--- src/rtl/sctp_pkg.sv ---
// Purpose: constants for the six-channel timer pwm block
// Assumes: axi4-lite, 32-bit data, word-aligned registers
// Notes: offsets are byte addresses
package sctp_pkg;
    localparam int unsigned sctp_channels = 6;
    localparam int unsigned sctp_count_width = 16;
    // ------------------------------------------------------------
    // register map
    // ------------------------------------------------------------
    localparam logic [7:0] sctp_off_status = 8'h00;
    localparam logic [7:0] sctp_off_modulo = 8'h04;
    localparam logic [7:0] sctp_off_count = 8'h08;
    localparam logic [7:0] sctp_off_ch_ctrl = 8'h10;
    localparam logic [7:0] sctp_off_ch_cmp = 8'h30;
    // ------------------------------------------------------------
    // timer status/control fields
    // ------------------------------------------------------------
    localparam int unsigned sctp_bit_ovf = 7;
    localparam int unsigned sctp_bit_ovf_ie = 6;
    localparam int unsigned sctp_bit_halt = 5;
    localparam int unsigned sctp_bit_trst = 4;
    localparam int unsigned sctp_ps_lsb = 0;
    localparam logic [2:0] sctp_ps_external = 3'h7;
    // ------------------------------------------------------------
    // channel status/control fields
    // ------------------------------------------------------------
    localparam int unsigned sctp_bit_chf = 7;
    localparam int unsigned sctp_bit_chie = 6;
    localparam int unsigned sctp_bit_msb = 5;
    localparam int unsigned sctp_bit_msa = 4;
    localparam int unsigned sctp_bit_elsb = 3;
    localparam int unsigned sctp_bit_elsa = 2;
    localparam int unsigned sctp_bit_tov = 1;
    localparam int unsigned sctp_bit_max = 0;
    // ------------------------------------------------------------
    // reset values and bus response codes
    // ------------------------------------------------------------
    localparam logic [7:0] sctp_status_reset = 8'h20;
    localparam logic [15:0] sctp_modulo_reset = 16'hFFFF;
    localparam logic [1:0] sctp_resp_okay = 2'h0;
    localparam logic [1:0] sctp_resp_slverr = 2'h2;
endpackage : sctp_pkg

--- src/rtl/sctp_prescaler.sv ---
// Purpose: counter tick source for the pwm timer
// Assumes: external clock pin already synchronous to aclk
// Notes: rising edge of the external pin makes one tick
`timescale 1ns/1ps
module sctp_prescaler (
    input wire logic aclk,
    input wire logic aresetn,
    input wire logic clear,
    input wire logic run,
    input wire logic [2:0] prescale_select,
    input wire logic ext_clock,
    output logic tick
);
    logic [5:0] div;
    logic ext_last;
    logic [5:0] mask;
    logic div_hit;

    // divide by 2^code: tick when the low code bits of div are all one
    assign mask = 6'(({6'h0, 1'b1} << prescale_select) - 7'h01);
    assign div_hit = ((div & mask) == mask);

    always_ff @(posedge aclk) begin
        if (!aresetn || clear) begin
            div <= 6'h00;
            ext_last <= 1'b0;
            tick <= 1'b0;
        end else begin
            ext_last <= ext_clock;
            if (!run) begin
                tick <= 1'b0;
            end else if (prescale_select == sctp_pkg::sctp_ps_external) begin
                tick <= ext_clock && !ext_last;
            end else begin
                div <= div + 6'h01;
                tick <= div_hit;
            end
        end
    end
endmodule : sctp_prescaler

--- src/rtl/sctp_timer.sv ---
// Purpose: six-channel 16-bit pwm timer with axi4-lite registers
// Assumes: one clock, synchronous active-low reset
// Notes: input capture and the counter read latch are not built
`timescale 1ns/1ps
module sctp_timer #(
    parameter int unsigned channels = sctp_pkg::sctp_channels
) (
    input wire logic aclk,
    input wire logic aresetn,
    input wire logic [7:0] s_axi_awaddr,
    input wire logic s_axi_awvalid,
    output logic s_axi_awready,
    input wire logic [31:0] s_axi_wdata,
    input wire logic [3:0] s_axi_wstrb,
    input wire logic s_axi_wvalid,
    output logic s_axi_wready,
    output logic [1:0] s_axi_bresp,
    output logic s_axi_bvalid,
    input wire logic s_axi_bready,
    input wire logic [7:0] s_axi_araddr,
    input wire logic s_axi_arvalid,
    output logic s_axi_arready,
    output logic [31:0] s_axi_rdata,
    output logic [1:0] s_axi_rresp,
    output logic s_axi_rvalid,
    input wire logic s_axi_rready,
    input wire logic ext_clock,
    output logic [5:0] channel_pin,
    output logic [5:0] channel_pin_oe
);
    // ------------------------------------------------------------
    // state
    // ------------------------------------------------------------
    logic [15:0] count;
    logic [15:0] modulo;
    logic overflow_flag;
    logic overflow_ie;
    logic counter_halt_bit;
    logic [2:0] prescale_select;
    logic trst_pulse;
    logic ovf_armed;
    logic [7:0] chan_ctrl [6];
    logic [15:0] chan_cmp [6];
    logic [2:0] pair_active;
    logic [2:0] pair_pending;
    logic [2:0] pair_written_odd;
    logic [5:0] pin_level;
    logic [7:0] aw_addr;
    logic aw_held;
    logic [31:0] w_data;
    logic [3:0] w_strb;
    logic w_held;
    logic tick;

    // ------------------------------------------------------------
    // decode
    // ------------------------------------------------------------
    function automatic logic [3:0] sctp_chan_index(input logic [7:0] addr, input logic [7:0] base);
        logic [7:0] rel;
        rel = addr - base;
        return (addr >= base && rel[7:2] < 6'd6 && rel[1:0] == 2'b00) ? {1'b0, rel[4:2]} : 4'hF;
    endfunction : sctp_chan_index

    wire do_write = aw_held && w_held && !s_axi_bvalid;
    wire do_read = s_axi_arvalid && s_axi_arready;
    wire [3:0] w_ctrl_idx = sctp_chan_index(aw_addr, sctp_pkg::sctp_off_ch_ctrl);
    wire [3:0] w_cmp_idx = sctp_chan_index(aw_addr, sctp_pkg::sctp_off_ch_cmp);
    wire [3:0] r_ctrl_idx = sctp_chan_index(s_axi_araddr, sctp_pkg::sctp_off_ch_ctrl);
    wire [3:0] r_cmp_idx = sctp_chan_index(s_axi_araddr, sctp_pkg::sctp_off_ch_cmp);
    wire w_status = do_write && aw_addr == sctp_pkg::sctp_off_status && w_strb[0];
    wire w_modulo = do_write && aw_addr == sctp_pkg::sctp_off_modulo;
    wire w_hit = aw_addr == sctp_pkg::sctp_off_status || aw_addr == sctp_pkg::sctp_off_modulo
        || aw_addr == sctp_pkg::sctp_off_count || w_ctrl_idx != 4'hF || w_cmp_idx != 4'hF;
    wire r_hit = s_axi_araddr == sctp_pkg::sctp_off_status
        || s_axi_araddr == sctp_pkg::sctp_off_modulo || s_axi_araddr == sctp_pkg::sctp_off_count
        || r_ctrl_idx != 4'hF || r_cmp_idx != 4'hF;
    wire overflow = tick && count == modulo;
    wire [15:0] count_next = overflow ? 16'h0000 : 16'(count + 16'h0001);
    wire [7:0] status_view = {overflow_flag, overflow_ie, counter_halt_bit, 1'b0, 1'b0,
        prescale_select};

    // ------------------------------------------------------------
    // prescaler and counter
    // ------------------------------------------------------------
    sctp_prescaler u_prescaler (
        .aclk(aclk),
        .aresetn(aresetn),
        .clear(trst_pulse),
        .run(!counter_halt_bit),
        .prescale_select(prescale_select),
        .ext_clock(ext_clock),
        .tick(tick)
    );

    always_ff @(posedge aclk) begin
        if (!aresetn || trst_pulse) begin
            count <= 16'h0000;
        end else if (tick) begin
            count <= count_next;
        end
    end

    // ------------------------------------------------------------
    // timer status/control
    // ------------------------------------------------------------
    always_ff @(posedge aclk) begin
        if (!aresetn) begin
            overflow_flag <= 1'b0;
            overflow_ie <= 1'b0;
            counter_halt_bit <= sctp_pkg::sctp_status_reset[sctp_pkg::sctp_bit_halt];
            prescale_select <= 3'h0;
            trst_pulse <= 1'b0;
            ovf_armed <= 1'b0;
        end else begin
            // reset bit is a one-cycle strobe, never stored for readback
            trst_pulse <= w_status && w_data[sctp_pkg::sctp_bit_trst];
            if (do_read && s_axi_araddr == sctp_pkg::sctp_off_status && overflow_flag) begin
                ovf_armed <= 1'b1;
            end
            if (overflow) begin
                overflow_flag <= 1'b1;
                ovf_armed <= 1'b0;
            end else if (w_status && !w_data[sctp_pkg::sctp_bit_ovf] && ovf_armed) begin
                overflow_flag <= 1'b0;
                ovf_armed <= 1'b0;
            end
            if (w_status) begin
                overflow_ie <= w_data[sctp_pkg::sctp_bit_ovf_ie];
                counter_halt_bit <= w_data[sctp_pkg::sctp_bit_halt];
                prescale_select <= w_data[2:0];
            end
        end
    end

    always_ff @(posedge aclk) begin
        if (!aresetn) begin
            modulo <= sctp_pkg::sctp_modulo_reset;
        end else if (w_modulo) begin
            modulo <= w_data[15:0];
        end
    end

    // ------------------------------------------------------------
    // channels
    // ------------------------------------------------------------
    genvar gi;
    generate
        for (gi = 0; gi < 6; gi++) begin : g_chan
            localparam int unsigned pair = gi / 2;
            localparam bit is_even = (gi % 2) == 0;
            logic [7:0] ctrl;
            logic linked;
            logic slave;
            logic [15:0] active_cmp;
            logic match;
            logic set_pin;
            logic pwm_on;
            assign ctrl = chan_ctrl[gi];
            // upper mode bit wins regardless of the lower one
            assign linked = is_even && chan_ctrl[pair * 2][sctp_pkg::sctp_bit_msb];
            assign slave = !is_even && chan_ctrl[pair * 2][sctp_pkg::sctp_bit_msb];
            assign active_cmp = (linked && pair_active[pair]) ? chan_cmp[pair * 2 + 1]
                : chan_cmp[gi];
            // compare uses the live register, so a late write can skip a period
            // match on the tick that brings the counter to the value: width = compare steps
            assign match = tick && count_next == active_cmp;
            assign set_pin = ctrl[sctp_pkg::sctp_bit_elsa];
            assign pwm_on = ctrl[sctp_pkg::sctp_bit_elsb] && !slave
                && (ctrl[sctp_pkg::sctp_bit_msb] || ctrl[sctp_pkg::sctp_bit_msa]);

            always_ff @(posedge aclk) begin
                if (!aresetn) begin
                    pin_level[gi] <= 1'b0;
                    channel_pin_oe[gi] <= 1'b0;
                    chan_ctrl[gi] <= 8'h00;
                    chan_cmp[gi] <= 16'h0000;
                end else begin
                    channel_pin_oe[gi] <= pwm_on;
                    if (pwm_on && ctrl[sctp_pkg::sctp_bit_max]
                            && ctrl[sctp_pkg::sctp_bit_tov]) begin
                        pin_level[gi] <= !set_pin;
                    end else if (pwm_on && match) begin
                        pin_level[gi] <= set_pin;
                    end else if (pwm_on && overflow && ctrl[sctp_pkg::sctp_bit_tov]) begin
                        pin_level[gi] <= !pin_level[gi];
                    end
                    if (do_write && w_cmp_idx == 4'(gi)) begin
                        chan_cmp[gi] <= w_data[15:0];
                    end
                    if (do_write && w_ctrl_idx == 4'(gi) && w_strb[0]) begin
                        chan_ctrl[gi][6:0] <= w_data[6:0];
                        if (!w_data[sctp_pkg::sctp_bit_chf]) begin
                            chan_ctrl[gi][sctp_pkg::sctp_bit_chf] <= 1'b0;
                        end
                    end
                    if (match && !slave) begin
                        chan_ctrl[gi][sctp_pkg::sctp_bit_chf] <= 1'b1;
                    end
                end
            end
        end

        for (gi = 0; gi < 3; gi++) begin : g_pair
            always_ff @(posedge aclk) begin
                if (!aresetn || !chan_ctrl[gi * 2][sctp_pkg::sctp_bit_msb]) begin
                    pair_active[gi] <= 1'b0;
                    pair_pending[gi] <= 1'b0;
                    pair_written_odd[gi] <= 1'b0;
                end else begin
                    if (do_write && w_cmp_idx == 4'(gi * 2 + 1)) begin
                        pair_written_odd[gi] <= 1'b1;
                        pair_pending[gi] <= 1'b1;
                    end else if (do_write && w_cmp_idx == 4'(gi * 2)) begin
                        pair_written_odd[gi] <= 1'b0;
                        pair_pending[gi] <= 1'b1;
                    end
                    if (overflow && pair_pending[gi]) begin
                        pair_active[gi] <= pair_written_odd[gi];
                    end
                end
            end
        end
    endgenerate

    always_ff @(posedge aclk) begin
        if (!aresetn) begin
            channel_pin <= 6'h00;
        end else begin
            channel_pin <= pin_level;
        end
    end

    // ------------------------------------------------------------
    // axi4-lite slave
    // ------------------------------------------------------------
    always_ff @(posedge aclk) begin
        if (!aresetn) begin
            aw_held <= 1'b0;
            w_held <= 1'b0;
            aw_addr <= 8'h00;
            w_data <= 32'h0000_0000;
            w_strb <= 4'h0;
            s_axi_bvalid <= 1'b0;
            s_axi_bresp <= sctp_pkg::sctp_resp_okay;
        end else begin
            if (s_axi_awvalid && s_axi_awready) begin
                aw_held <= 1'b1;
                aw_addr <= s_axi_awaddr;
            end
            if (s_axi_wvalid && s_axi_wready) begin
                w_held <= 1'b1;
                w_data <= s_axi_wdata;
                w_strb <= s_axi_wstrb;
            end
            if (do_write) begin
                aw_held <= 1'b0;
                w_held <= 1'b0;
                s_axi_bvalid <= 1'b1;
                s_axi_bresp <= w_hit ? sctp_pkg::sctp_resp_okay : sctp_pkg::sctp_resp_slverr;
            end else if (s_axi_bvalid && s_axi_bready) begin
                s_axi_bvalid <= 1'b0;
            end
        end
    end

    assign s_axi_awready = !aw_held && !s_axi_bvalid;
    assign s_axi_wready = !w_held && !s_axi_bvalid;
    assign s_axi_arready = !s_axi_rvalid;

    always_ff @(posedge aclk) begin
        if (!aresetn) begin
            s_axi_rvalid <= 1'b0;
            s_axi_rdata <= 32'h0000_0000;
            s_axi_rresp <= sctp_pkg::sctp_resp_okay;
        end else if (do_read) begin
            s_axi_rvalid <= 1'b1;
            s_axi_rresp <= r_hit ? sctp_pkg::sctp_resp_okay : sctp_pkg::sctp_resp_slverr;
            if (s_axi_araddr == sctp_pkg::sctp_off_status) begin
                s_axi_rdata <= {24'h00_0000, status_view};
            end else if (s_axi_araddr == sctp_pkg::sctp_off_modulo) begin
                s_axi_rdata <= {16'h0000, modulo};
            end else if (s_axi_araddr == sctp_pkg::sctp_off_count) begin
                s_axi_rdata <= {16'h0000, count};
            end else if (r_ctrl_idx != 4'hF) begin
                s_axi_rdata <= {24'h00_0000, chan_ctrl[r_ctrl_idx[2:0]]};
            end else if (r_cmp_idx != 4'hF) begin
                s_axi_rdata <= {16'h0000, chan_cmp[r_cmp_idx[2:0]]};
            end else begin
                s_axi_rdata <= 32'h0000_0000;
            end
        end else if (s_axi_rvalid && s_axi_rready) begin
            s_axi_rvalid <= 1'b0;
        end
    end
endmodule : sctp_timer

--- config.mk ---
export PLATFORM = sky130hd
export DESIGN_NAME = sctp_timer
export DESIGN_NICKNAME = d
export VERILOG_FILES = /design/src/rtl/sctp_pkg.sv /design/src/rtl/sctp_prescaler.sv /design/src/rtl/sctp_timer.sv
export SDC_FILE = /design/constraint.sdc
export NUM_CORES = 1
export LEC_CHECK = 0
export ABC_AREA = 1
export BUFFER_PORTS_ARGS = -buffer_cell sky130_fd_sc_hd__buf_2
export CAP_MARGIN = 20
export CORE_AREA = 2 2 131 229
export CTS_CLUSTER_DIAMETER = 120
export CTS_CLUSTER_SIZE = 28
export DETAILED_ROUTE_END_ITERATION = 8
export DIE_AREA = 0 0 133 231
export PLACE_DENSITY = 0.77
export SYNTH_ARGS = -nofsm -noshare
export SYNTH_HDL_FRONTEND = slang
export SYNTH_SLANG_ARGS = --single-unit
export TNS_END_PERCENT = 10
--- constraint.sdc ---
create_clock -name aclk -period 3.55 [get_ports aclk]
set_input_delay 0.5325 -clock aclk [delete_from_list [all_inputs] [get_ports aclk]]
set_output_delay 0.5325 -clock aclk [all_outputs]
set_load 0.1 [all_outputs]
## Yosys cells after proc, flatten, opt, wreduce, memory -nomap -nowiden

Memories as Yosys holds them, arrays and structs flattened.
Cells that the tools add are included.

| storage, ports and cells | value |
|---|---|
| bits in registers | 140 |
| latch bits | 0 |
| memory bits (writable) | 144 |
| memory bits (read-only) | 0 |
| input port bits | 60 |
| word-level logic and storage cells | 429 |
| memories | 2 |

Memory list:

| memory | words | width | read ports | clocked after Yosys merged registers in | write ports | line | text |
|---|---|---|---|---|---|---|---|
| chan_cmp | 6 | 16 | 7 | 0 | 6 | sctp_timer.sv:43 | `logic [15:0] chan_cmp [6];` |
| chan_ctrl | 6 | 8 | 7 | 0 | 6 | sctp_timer.sv:42 | `logic [7:0] chan_ctrl [6];` |

| operators by class | value |
|---|---|
| add/sub/neg operators | 7 |
| multipliers | 0 |
| div/mod/pow operators | 0 |
| magnitude comparators | 8 |
| equal/unequal tests | 27 |
| shift-type cells | 1 |
| mux-type cells | 150 |
| bitwise logic cells | 28 |
| reductions and logical operators | 163 |

Operators with widths:

| kind | number |
|---|---|
| two-way mux 16 bit | 15 |
| two-way mux 1 bit | 123 |
| == test 16 bit | 7 |
| logical AND 1 bit | 99 |
| two-way mux 7 bit | 6 |
| < comparator 6 x 3 -> 1 bit, second input constant | 4 |
| bitwise OR 1 bit | 24 |
| zero test 1 bit | 22 |
| logical OR 1 bit | 18 |
| nonzero test 3 bit | 6 |
| adder 16 x 1 -> 16 bit, second input constant | 1 |
| == test 4 x 2 -> 1 bit, second input constant | 4 |
| == test 4 x 3 -> 1 bit, second input constant | 4 |
| == test 8 x 3 -> 1 bit, second input constant | 2 |
| == test 8 x 4 -> 1 bit, second input constant | 2 |
| >= comparator 8 x 5 -> 1 bit, second input constant | 2 |
| >= comparator 8 x 6 -> 1 bit, second input constant | 2 |
| zero test 8 bit | 2 |
| two-way mux 4 bit | 4 |
| != test 4 bit, second input constant | 4 |
| subtractor 8 x 5 -> 8 bit, second input constant | 2 |
| subtractor 8 x 6 -> 8 bit, second input constant | 2 |
| nonzero test 2 bit | 6 |
| == test 4 x 1 -> 1 bit, second input constant | 2 |
| 13 further kinds | 21 |

## Longest topological paths before layout

Gate-level depths: netlist of the first run.

| depth | value |
|---|---|
| depth after elaboration | 13 |
| mapped depth | 22 |
| mapped depth without buffers | 20 |

## Modules after synthesis

A second synthesis of the first run with hierarchy kept.

| unflattened totals | value |
|---|---|
| cell total of the unflattened synthesis | 2254 |
| area, all modules | 15971.6 um^2 |

Modules (own cells, without submodules):

| module | instances | cells an instance | area each (um^2) | sequential area each (um^2) |
|---|---|---|---|---|
| sctp_timer | 1 | 2189 | 15521.1 | 6606.3 |
| sctp_prescaler | 1 | 65 | 450.4 | 160.2 |

## Worst setup path after synthesis of the first run

No wires, ideal clock.

| timing path | value |
|---|---|
| path kind | register to register |
| start | register aw_addr[4] |
| end | memory chan_cmp[4][0] (enable) |
| library setup time | 0.411 ns |
| arrival | 2.873 ns |
| data required time | 3.139 ns |
| path slack | 0.266 ns |
| cell stages (with the launch flop) | 8 |
| buffers on the path | 0 |
| cells stage by stage | dfxtp_1 inv_1 ha_1 a2111oi_0 o21ai_0 nor3_1 nand2_1 o21ai_0 |

RTL lines:

| item | line | text |
|---|---|---|
| from (decl) | sctp_timer.sv:48 | `logic [7:0] aw_addr;` |
| from (signal assigned) | sctp_timer.sv:248 | `aw_addr <= s_axi_awaddr;` |
| to (decl) | sctp_timer.sv:43 |  |

## Worst setup path in the final report of the first run

| timing path | value |
|---|---|
| start | register count[6] |
| end | register pin_level[3] |

| between the ends | value |
|---|---|
| cells in the longest elaborated chain, start to end | 8 |

Ends and longest elaborated chain:

| item | line | text |
|---|---|---|
| from (decl) | sctp_timer.sv:34 | `logic [15:0] count;` |
| from (signal assigned) | sctp_timer.sv:99 | `count <= count_next;` |
| branches (longest 8 deep; another with adder 16 x 1 -> 16 bit) | -- |  |
| to (signal, indexed assignment) | sctp_timer.sv:181 | `pin_level[gi] <= !set_pin;` |
| to (signal, indexed assignment) | sctp_timer.sv:183 | `pin_level[gi] <= set_pin;` |
| to (signal, indexed assignment) | sctp_timer.sv:185 | `pin_level[gi] <= !pin_level[gi];` |
| to (decl) | sctp_timer.sv:47 | `logic [5:0] pin_level;` |

Several ways; the timed one is not identified.
A chain may end at the register's enable or synchronous reset.

==> out/metrics.csv, run 1 <==
metric,value,unit
path_class,reg2reg,
outcome,completed,
setup-tns-final,0,ns
htreeDepth,1,
p_per_area,344,nW/um^2
irDropWorstVdd,521,uV
gp_congestion,1.05,
fill_cells,2726,
cts-root-buf,clkbuf_16,
start_util,55.1,%
met1_usage,48.2,%
clock-sinks,266,
finalSetupViolations,0,
wl_per_cell,23.6,um
ys_warn_count,0,
rsz0062_at_grt,no,
hold_class,in2reg,
r2r_start,count[6],
synthArstFlopShare,0,%
drc,0,
track_usage,41.9,%
insertedDiodeCount,0,
clkPwrFrac,29.2,%
worst_ep_required_time,4.02,ns
finClkSkew,0.0737,ns
p_leak,7.88,nW
drt-vias-per-instance,5.89,
clock_path_buffers,3,
rows,83,
worst_slew_margin_rel,28.0,%
post-route-min-period,3.34,ns
grt_pass1_vias,15400,
seq_power_share,56.6,%
min_period_over_period,93.9,%
hold_slack,0.220,ns
ys_ff_latch,266,
path_max_fanout,25,
globalRouteMet2Util,70.6,%
tritoncts,yes,
grt_use_met3,5.80,%
grt_pass1_wl,94200,um
end_kind,flop,
r2r_cells,20,
clk_latency,0.55,ns
synth_edf_count,144,
drive_gt1_share,11.1,%
tightest_slew,1.08,ns
numCtsBuffers,13,
worst-r2r-setup-slack,0.21,ns
synthFlopType,edfxtp_1,
synth.distinct_cells,51,
intPower,4.22,mW
clk_pin_slew,0.13,ns
grt_max_degree,89,
grt-ovfl-total,0,
cp.arrival,3.81,ns
vias,16100,
switchingPower,1.79,mW
finish.utilization,60.4,%
max_cap_viol_count,0,
finalNetCount,2413,
hold_depth,3,
dieArea,30700,sq um
r2r-end,pin_level[3],
start_kind,flop,
io-pin-count,113,
syn_area_per_cell,7.10,sq um
max_freq,0.300,GHz
dp.final_hpwl,49300,um
min_from,ext_clock,
dr.pass1.iters,5,
hold_viol,0,
core,29000,sq um
yosysSeqAreaShare,42.4,%
swShare,29.8,%
fp.dieH,231,um
p_comb_share,14.2,%
slew_violations,0,
antenna_found_initial,1,
initialDrtViolationCount,1896,
grt.busiest_layer,met2,
die_w,133,um
wl,64300,um
port_buffers,75,
syn_area,16000,sq um
ant_nets,0,
area_delta_synth_final,9.73,%
min_to,u_prescaler.ext_last,
postSynthCellCount,2248,
post_cts.repair.setup_buffers,0,
-- layout by cell type (no fill, tap or decap), types with 9 or more instances in the layout --
cell | Yosys | final
a21oi_1 | 144 | 144
buf_2 | 10 | 75
buf_4 | 20 | 84
clkbuf_16 | 0 | 13
conb_1 | 1 | 18
dfxtp_1 | 122 | 122
edfxtp_1 | 144 | 144
ha_1 | 11 | 11
inv_1 | 277 | 277
inv_2 | 18 | 18
nand2_1 | 570 | 568
nand2_2 | 7 | 9
nand3_1 | 141 | 141
nand3b_1 | 19 | 19
nand4_1 | 30 | 30
nor2_1 | 301 | 301
nor2_2 | 15 | 15
nor3_1 | 19 | 19
o211ai_1 | 55 | 55
o21ai_0 | 164 | 161
o21ai_1 | 6 | 9
o22ai_1 | 9 | 9
xor2_1 | 14 | 14
-- power groups by stage --
stage | registers (mW) | logic (mW) | clock network (mW)
5_1_grt | 3.42 | 0.903 | 1.82
3_3_place_gp | 3.47 | 0.814 | 0
6_report | 3.41 | 0.853 | 1.76
4_1_cts | 3.40 | 0.830 | 1.74
3_5_place_dp | 3.47 | 0.827 | 0
2_1_floorplan | 3.52 | 0.513 | 0
-- Yosys cell counts, types with 15 or more instances --
master / n / area (sq um)
nor2_2: 15 / 93.8
a21oi_1: 144 / 721
nand3b_1: 19 / 143
clkbuf_1: 65 / 244
o211ai_1: 55 / 413
nand2_1: 570 / 2140
nand3_1: 141 / 706
dfxtp_1: 122 / 2440
nand4_1: 30 / 188
nor2_1: 301 / 1130
buf_4: 20 / 150
inv_2: 18 / 67.6
edfxtp_1: 144 / 4320
inv_1: 277 / 1040
o21ai_0: 164 / 821
nor3_1: 19 / 95.1
-- worst max-delay path, cell delays in order, from the launching register on --
cell and delay [ns]:
dfxtp_1 0.53, inv_1 0.16, nand2_1 0.11, nand2_1 0.09, nor2_1 0.09, and2_1 0.19
nand3_4 0.19, buf_12 0.24, nand2_2 0.26, inv_2 0.18, nand2_1 0.12, nand2_1 0.06
nor2_1 0.09, nand3_1 0.12, nor2_2 0.29, nand3_2 0.14, nand2_1 0.09, nand2_1 0.04
nand2_1 0.05, nand2_1 0.06, a21oi_2 0.12
-- state kept, by name (all words and copies together), names as in the netlist, 8 cells and up --
| name | cells |
|---|---|
| w_data | 16 |
| chan_ctrl | 48 |
| s_axi_rdata | 16 |
| modulo | 16 |
| count | 16 |
| aw_addr | 8 |
| chan_cmp | 96 |
-- through the flow --
stage | total power [mW] | instance area [sq um] | instances | setup WS (ns)
6_report | 6.02 | 17500 | 2731 | 0.215
5_1_grt | 6.14 | 17500 | 2731 | 0.0187
4_1_cts | 5.97 | 17500 | 2731 | 0.271
3_5_place_dp | 4.30 | 17100 | 2709 | 0.246
3_3_place_gp | 4.28 | 17100 | 2709 | 0.282
2_1_floorplan | 4.03 | 16000 | 2265 | 0.266
-- final cells by class --
class                      instances  area [sq um]  share of cell area [%]
clock buffer                      20           352                    2.01
inverter                         297          1110                    6.37
clock inverter                     2          25.0                   0.143
tap                              382           478                    2.73
timing repair buffer             167          1170                    6.66
multi-input combinational       1597          7610                    43.4
sequential                       266          6770                    38.6
-- metal layers --
| metal | share of wire [%] | wire (um) |
|---|---|---|
| met1 | 35 | 22300 |
| met2 | 48 | 30600 |
| met3 | 8.7 | 5620 |
| met4 | 9.0 | 5810 |
| met5 | 0.020 | 13 |
-- worst max path at each step --
stage | startpoint | endpoint | slack [ns] | depth (start not counted)
after floorplan | aw_addr[4] | chan_cmp[4][0] | 0.27 | 7
after global placement | s_axi_araddr[4] | s_axi_rdata[3] | 0.28 | 17
after detailed placement | s_axi_araddr[4] | s_axi_rdata[3] | 0.25 | 17
after CTS | aw_addr[4] | chan_cmp[2][14] | 0.27 | 9
after global routing | count[6] | pin_level[4] | 0.02 | 21
final | count[6] | pin_level[3] | 0.21 | 20
-- kinds of logic (layout without fill, tap and decap cells) --
kind of cell / count (synthesis) / count (layout) / synth area share, %
and+or+nand+nor: 1141 / 1141 / 30.7
AOI/OAI and AO/OA: 407 / 407 / 14.4
buffers and inverters: 402 / 486 / 10.4
DFF: 266 / 266 / 42.4
xor gates and xnor gates: 18 / 18 / 1.13
adders and majority gates: 11 / 11 / 0.863
muxes: 2 / 2 / 0.125
other: 1 / 18 / 0.0235
-- repair_timing --
item / CTS / global route
endpoints found under the setup margin: 0 / 17
resized for setup: 0 / 2
hold buffers: 0 / 0
Note: power is estimated with default switching activity, not from simulation.
==> inputs of run 2 (changes only) <==
- ABC_AREA: 1 -> default
- CORE_AREA: 2 2 131 229 -> 2 2 130 227
- DIE_AREA: 0 0 133 231 -> 0 0 132 229
- PLACE_DENSITY: 0.77 -> 0.76
==> out/metrics.csv, run 2 <==
metric,value,unit,change
outcome,completed,,
yosysTopAreaCell,edfxtp_1,,
grt_pass1_vias,13600,,-12%
ant_nets,0,,unchanged
hold_viol,0,,unchanged
rsz0062_at_grt,no,,
synthArstFlopShare,0,%,unchanged
io-pin-count,113,,unchanged
dr.pass1.iters,5,,unchanged
dp.final_hpwl,39600,um,-20%
slew_violations,0,,unchanged
post_cts.repair.setup_buffers,0,,unchanged
cts_hold_buf,0,,unchanged
wl_per_cell,23.9,um,+1.5%
end_kind,flop,,
clock-sinks,266,,unchanged
synth_area_leaders,"edfxtp_1 28%, dfxtp_1 16%, mux2i_1 5.9%",,
max_cap_viol_count,0,,unchanged
synth_top_area_share,28.1,%,+1.0 points
place_ws,0.142,ns,-0.104 ns
final_common_cell,nand2_1,,
finalSetupViolations,0,,unchanged
yosysSeqAreaShare,44.0,%,+1.6 points
antenna_found_initial,0,,-1
worst_slack,0.0611,ns,-0.154 ns
p_per_area,349,nW/um^2,+1.5%
clk_latency,0.52,ns,-0.03 ns
rows,82,,-1.2%
die_w,132,um,-0.75%
core,28400,sq um,-1.9%
htreeDepth,1,,unchanged
regMostFlops,chan_cmp,,
numCtsBuffers,13,,unchanged
max_freq,0.287,GHz,-4.4%
worst_ep_required_time,3.77,ns,-0.25 ns
postSynthCellCount,1700,,-24%
worst_slew_margin_rel,38.6,%,+11 points
synth_edf_count,144,,unchanged
initialDrtViolationCount,1453,,-23%
postLayoutCellArea,17000,sq um,-2.7%
grt-ovfl-total,0,,unchanged
wl,52300,um,-19%
start_util,54.1,%,-1.0 points
largest_reg_flops,96,,unchanged
fill_cells,2528,,-7.3%
gp_congestion,1.03,,-1.9%
finClkSkew,0.0266,ns,-0.0471 ns
syn_area_per_cell,9.04,sq um,+27%
vias,13900,,-13%
min_period_over_period,98.3,%,+4.3 points
final-seq-area,6770,sq um,about the same
post-route-min-period,3.49,ns,+0.154 ns
cts-root-buf,clkbuf_16,,
synth.distinct_cells,82,,+61%
synthFlopType,edfxtp_1,,
tightest_slew,0.920,ns,-0.159 ns
grt_max_degree,52,,-42%
hold_class,in2reg,,
layout_common_cells,"200 x nand2_1, 163 x nor2_1, 144 x edfxtp_1",,
port_buffers,75,,unchanged
multi_input_area,7930,sq um,+4.3%
yosys.cell_count.top_type,nand2_1,,
cp.arrival,3.71,ns,-0.10 ns
tritoncts,yes,,
reg_top3,"chan_cmp: 96 flops, chan_ctrl: 48 flops",,
irDropWorstVdd,595,uV,+14%
fp.dieH,229,um,-0.87%
insertedDiodeCount,0,,unchanged
drc,0,,unchanged
p_leak,6.69,nW,-15%
drt-vias-per-instance,6.37,,+8.2%
area_delta_synth_final,10.9,%,
track_usage,34.2,%,-7.6 points
total_power,5.94,mW,-1.2%
start_kind,flop,,
ys_ff_latch,266,,unchanged
clk_pin_slew,0.12,ns,about the same
placed_area,16700,sq um,-2.7%
clock_path_buffers,3,,unchanged
finalNetCount,1872,,-22%
path_class,reg2reg,,
dieArea,30200,sq um,-1.6%
ys_warn_count,0,,unchanged
grt_pass1_wl,79100,um,-16%
netlist_top_cells_count,"200 x nand2_1, 164 x nor2_1, 144 x edfxtp_1",,
drive_gt1_share,14.5,%,+3.4 points
syn_area,15400,sq um,-3.7%
path_max_fanout,5,,-80%
## run 2: worst paths after layout
kind	start	endpoint	slack, ns	depth (start not counted)
worst min register to register	s_axi_rresp[1]	s_axi_rresp[1]	0.46	2
worst max register to register	count[1]	chan_ctrl[1][7]	0.06	12
worst min-delay path	s_axi_rready	s_axi_rvalid	0.18	2
worst max-delay path	count[1]	chan_ctrl[1][7]	0.06	12
## run 2: layout make-up
type / count / area share (%)
Clock buffer: 20 / 2.06
Clock inverter: 2 / 0.147
Inverter: 40 / 0.881
Multi-Input combinational cell: 1282 / 46.6
Sequential cell: 266 / 39.7
Tap cell: 378 / 2.78
Timing Repair Buffer: 198 / 7.86
## run 2: worst max-delay path, stage by stage, from the launching register on
cell and delay (ns):
dfxtp_1 0.44, ha_1 0.34, nand4_1 0.24, or3_1 0.44, xnor2_2 0.21, o21ai_0 0.16
buf_4 0.19, a22oi_1 0.25, o2111ai_1 0.15, a21oi_1 0.29, buf_4 0.22, nand2_1 0.06
o221ai_1 0.20
## run 2: kinds of logic after synthesis
kind of cell / Yosys count / share of synthesized area [%]
buf+inv: 169 / 4.83
simple gates: 705 / 22.8
xor+xnor: 70 / 4.09
fa+ha+maj: 11 / 0.896
flops: 266 / 44.0
other cells: 1 / 0.0244
compound gates: 364 / 15.3
mux: 114 / 8.06
## run 2: stage by stage
| stage | instances | hold WS [ns] | utilization (%) | setup TNS, ns |
|---|---|---|---|---|
| final | 2186 | 0.184 | 60.0 | 0 |
| after floorplan | 1717 | 0.431 | - | -1.83 |
| after detailed placement | 2164 | 0.439 | 58.6 | 0 |
| after CTS | 2186 | 0.171 | 59.9 | 0 |
| after global routing | 2186 | 0.187 | 60.0 | 0 |
| after global placement | 2164 | 0.431 | 58.6 | 0 |
## run 2: timing repair
item,in CTS,in global routing
gates resized for setup,0,2
endpoints found under the setup margin,0,4
endpoints found under the hold margin,0,0
## run 2: report_power, final
group	internal, mW	total, mW	leakage (nW)	switching [mW]
Clock	0.716	1.75	0.180	1.03
Sequential	3.32	3.44	2.48	0.120
Combinational	0.190	0.750	4.03	0.560
Total	4.23	5.94	6.69	1.71
## run 2: metal layers
| metal | vias to the layer above | part of all wire (%) | wire [um] | GRT usage (%) |
|---|---|---|---|---|
| li1 | 6355 | - | - | - |
| met1 | 6602 | 35 | 18000 | 38.9 |
| met2 | 757 | 50 | 26000 | 60.0 |
| met3 | 211 | 7.8 | 4080 | 4.21 |
| met4 | 0 | 7.8 | 4100 | 22.8 |
| met5 | - | 0 | 0 | 0 |
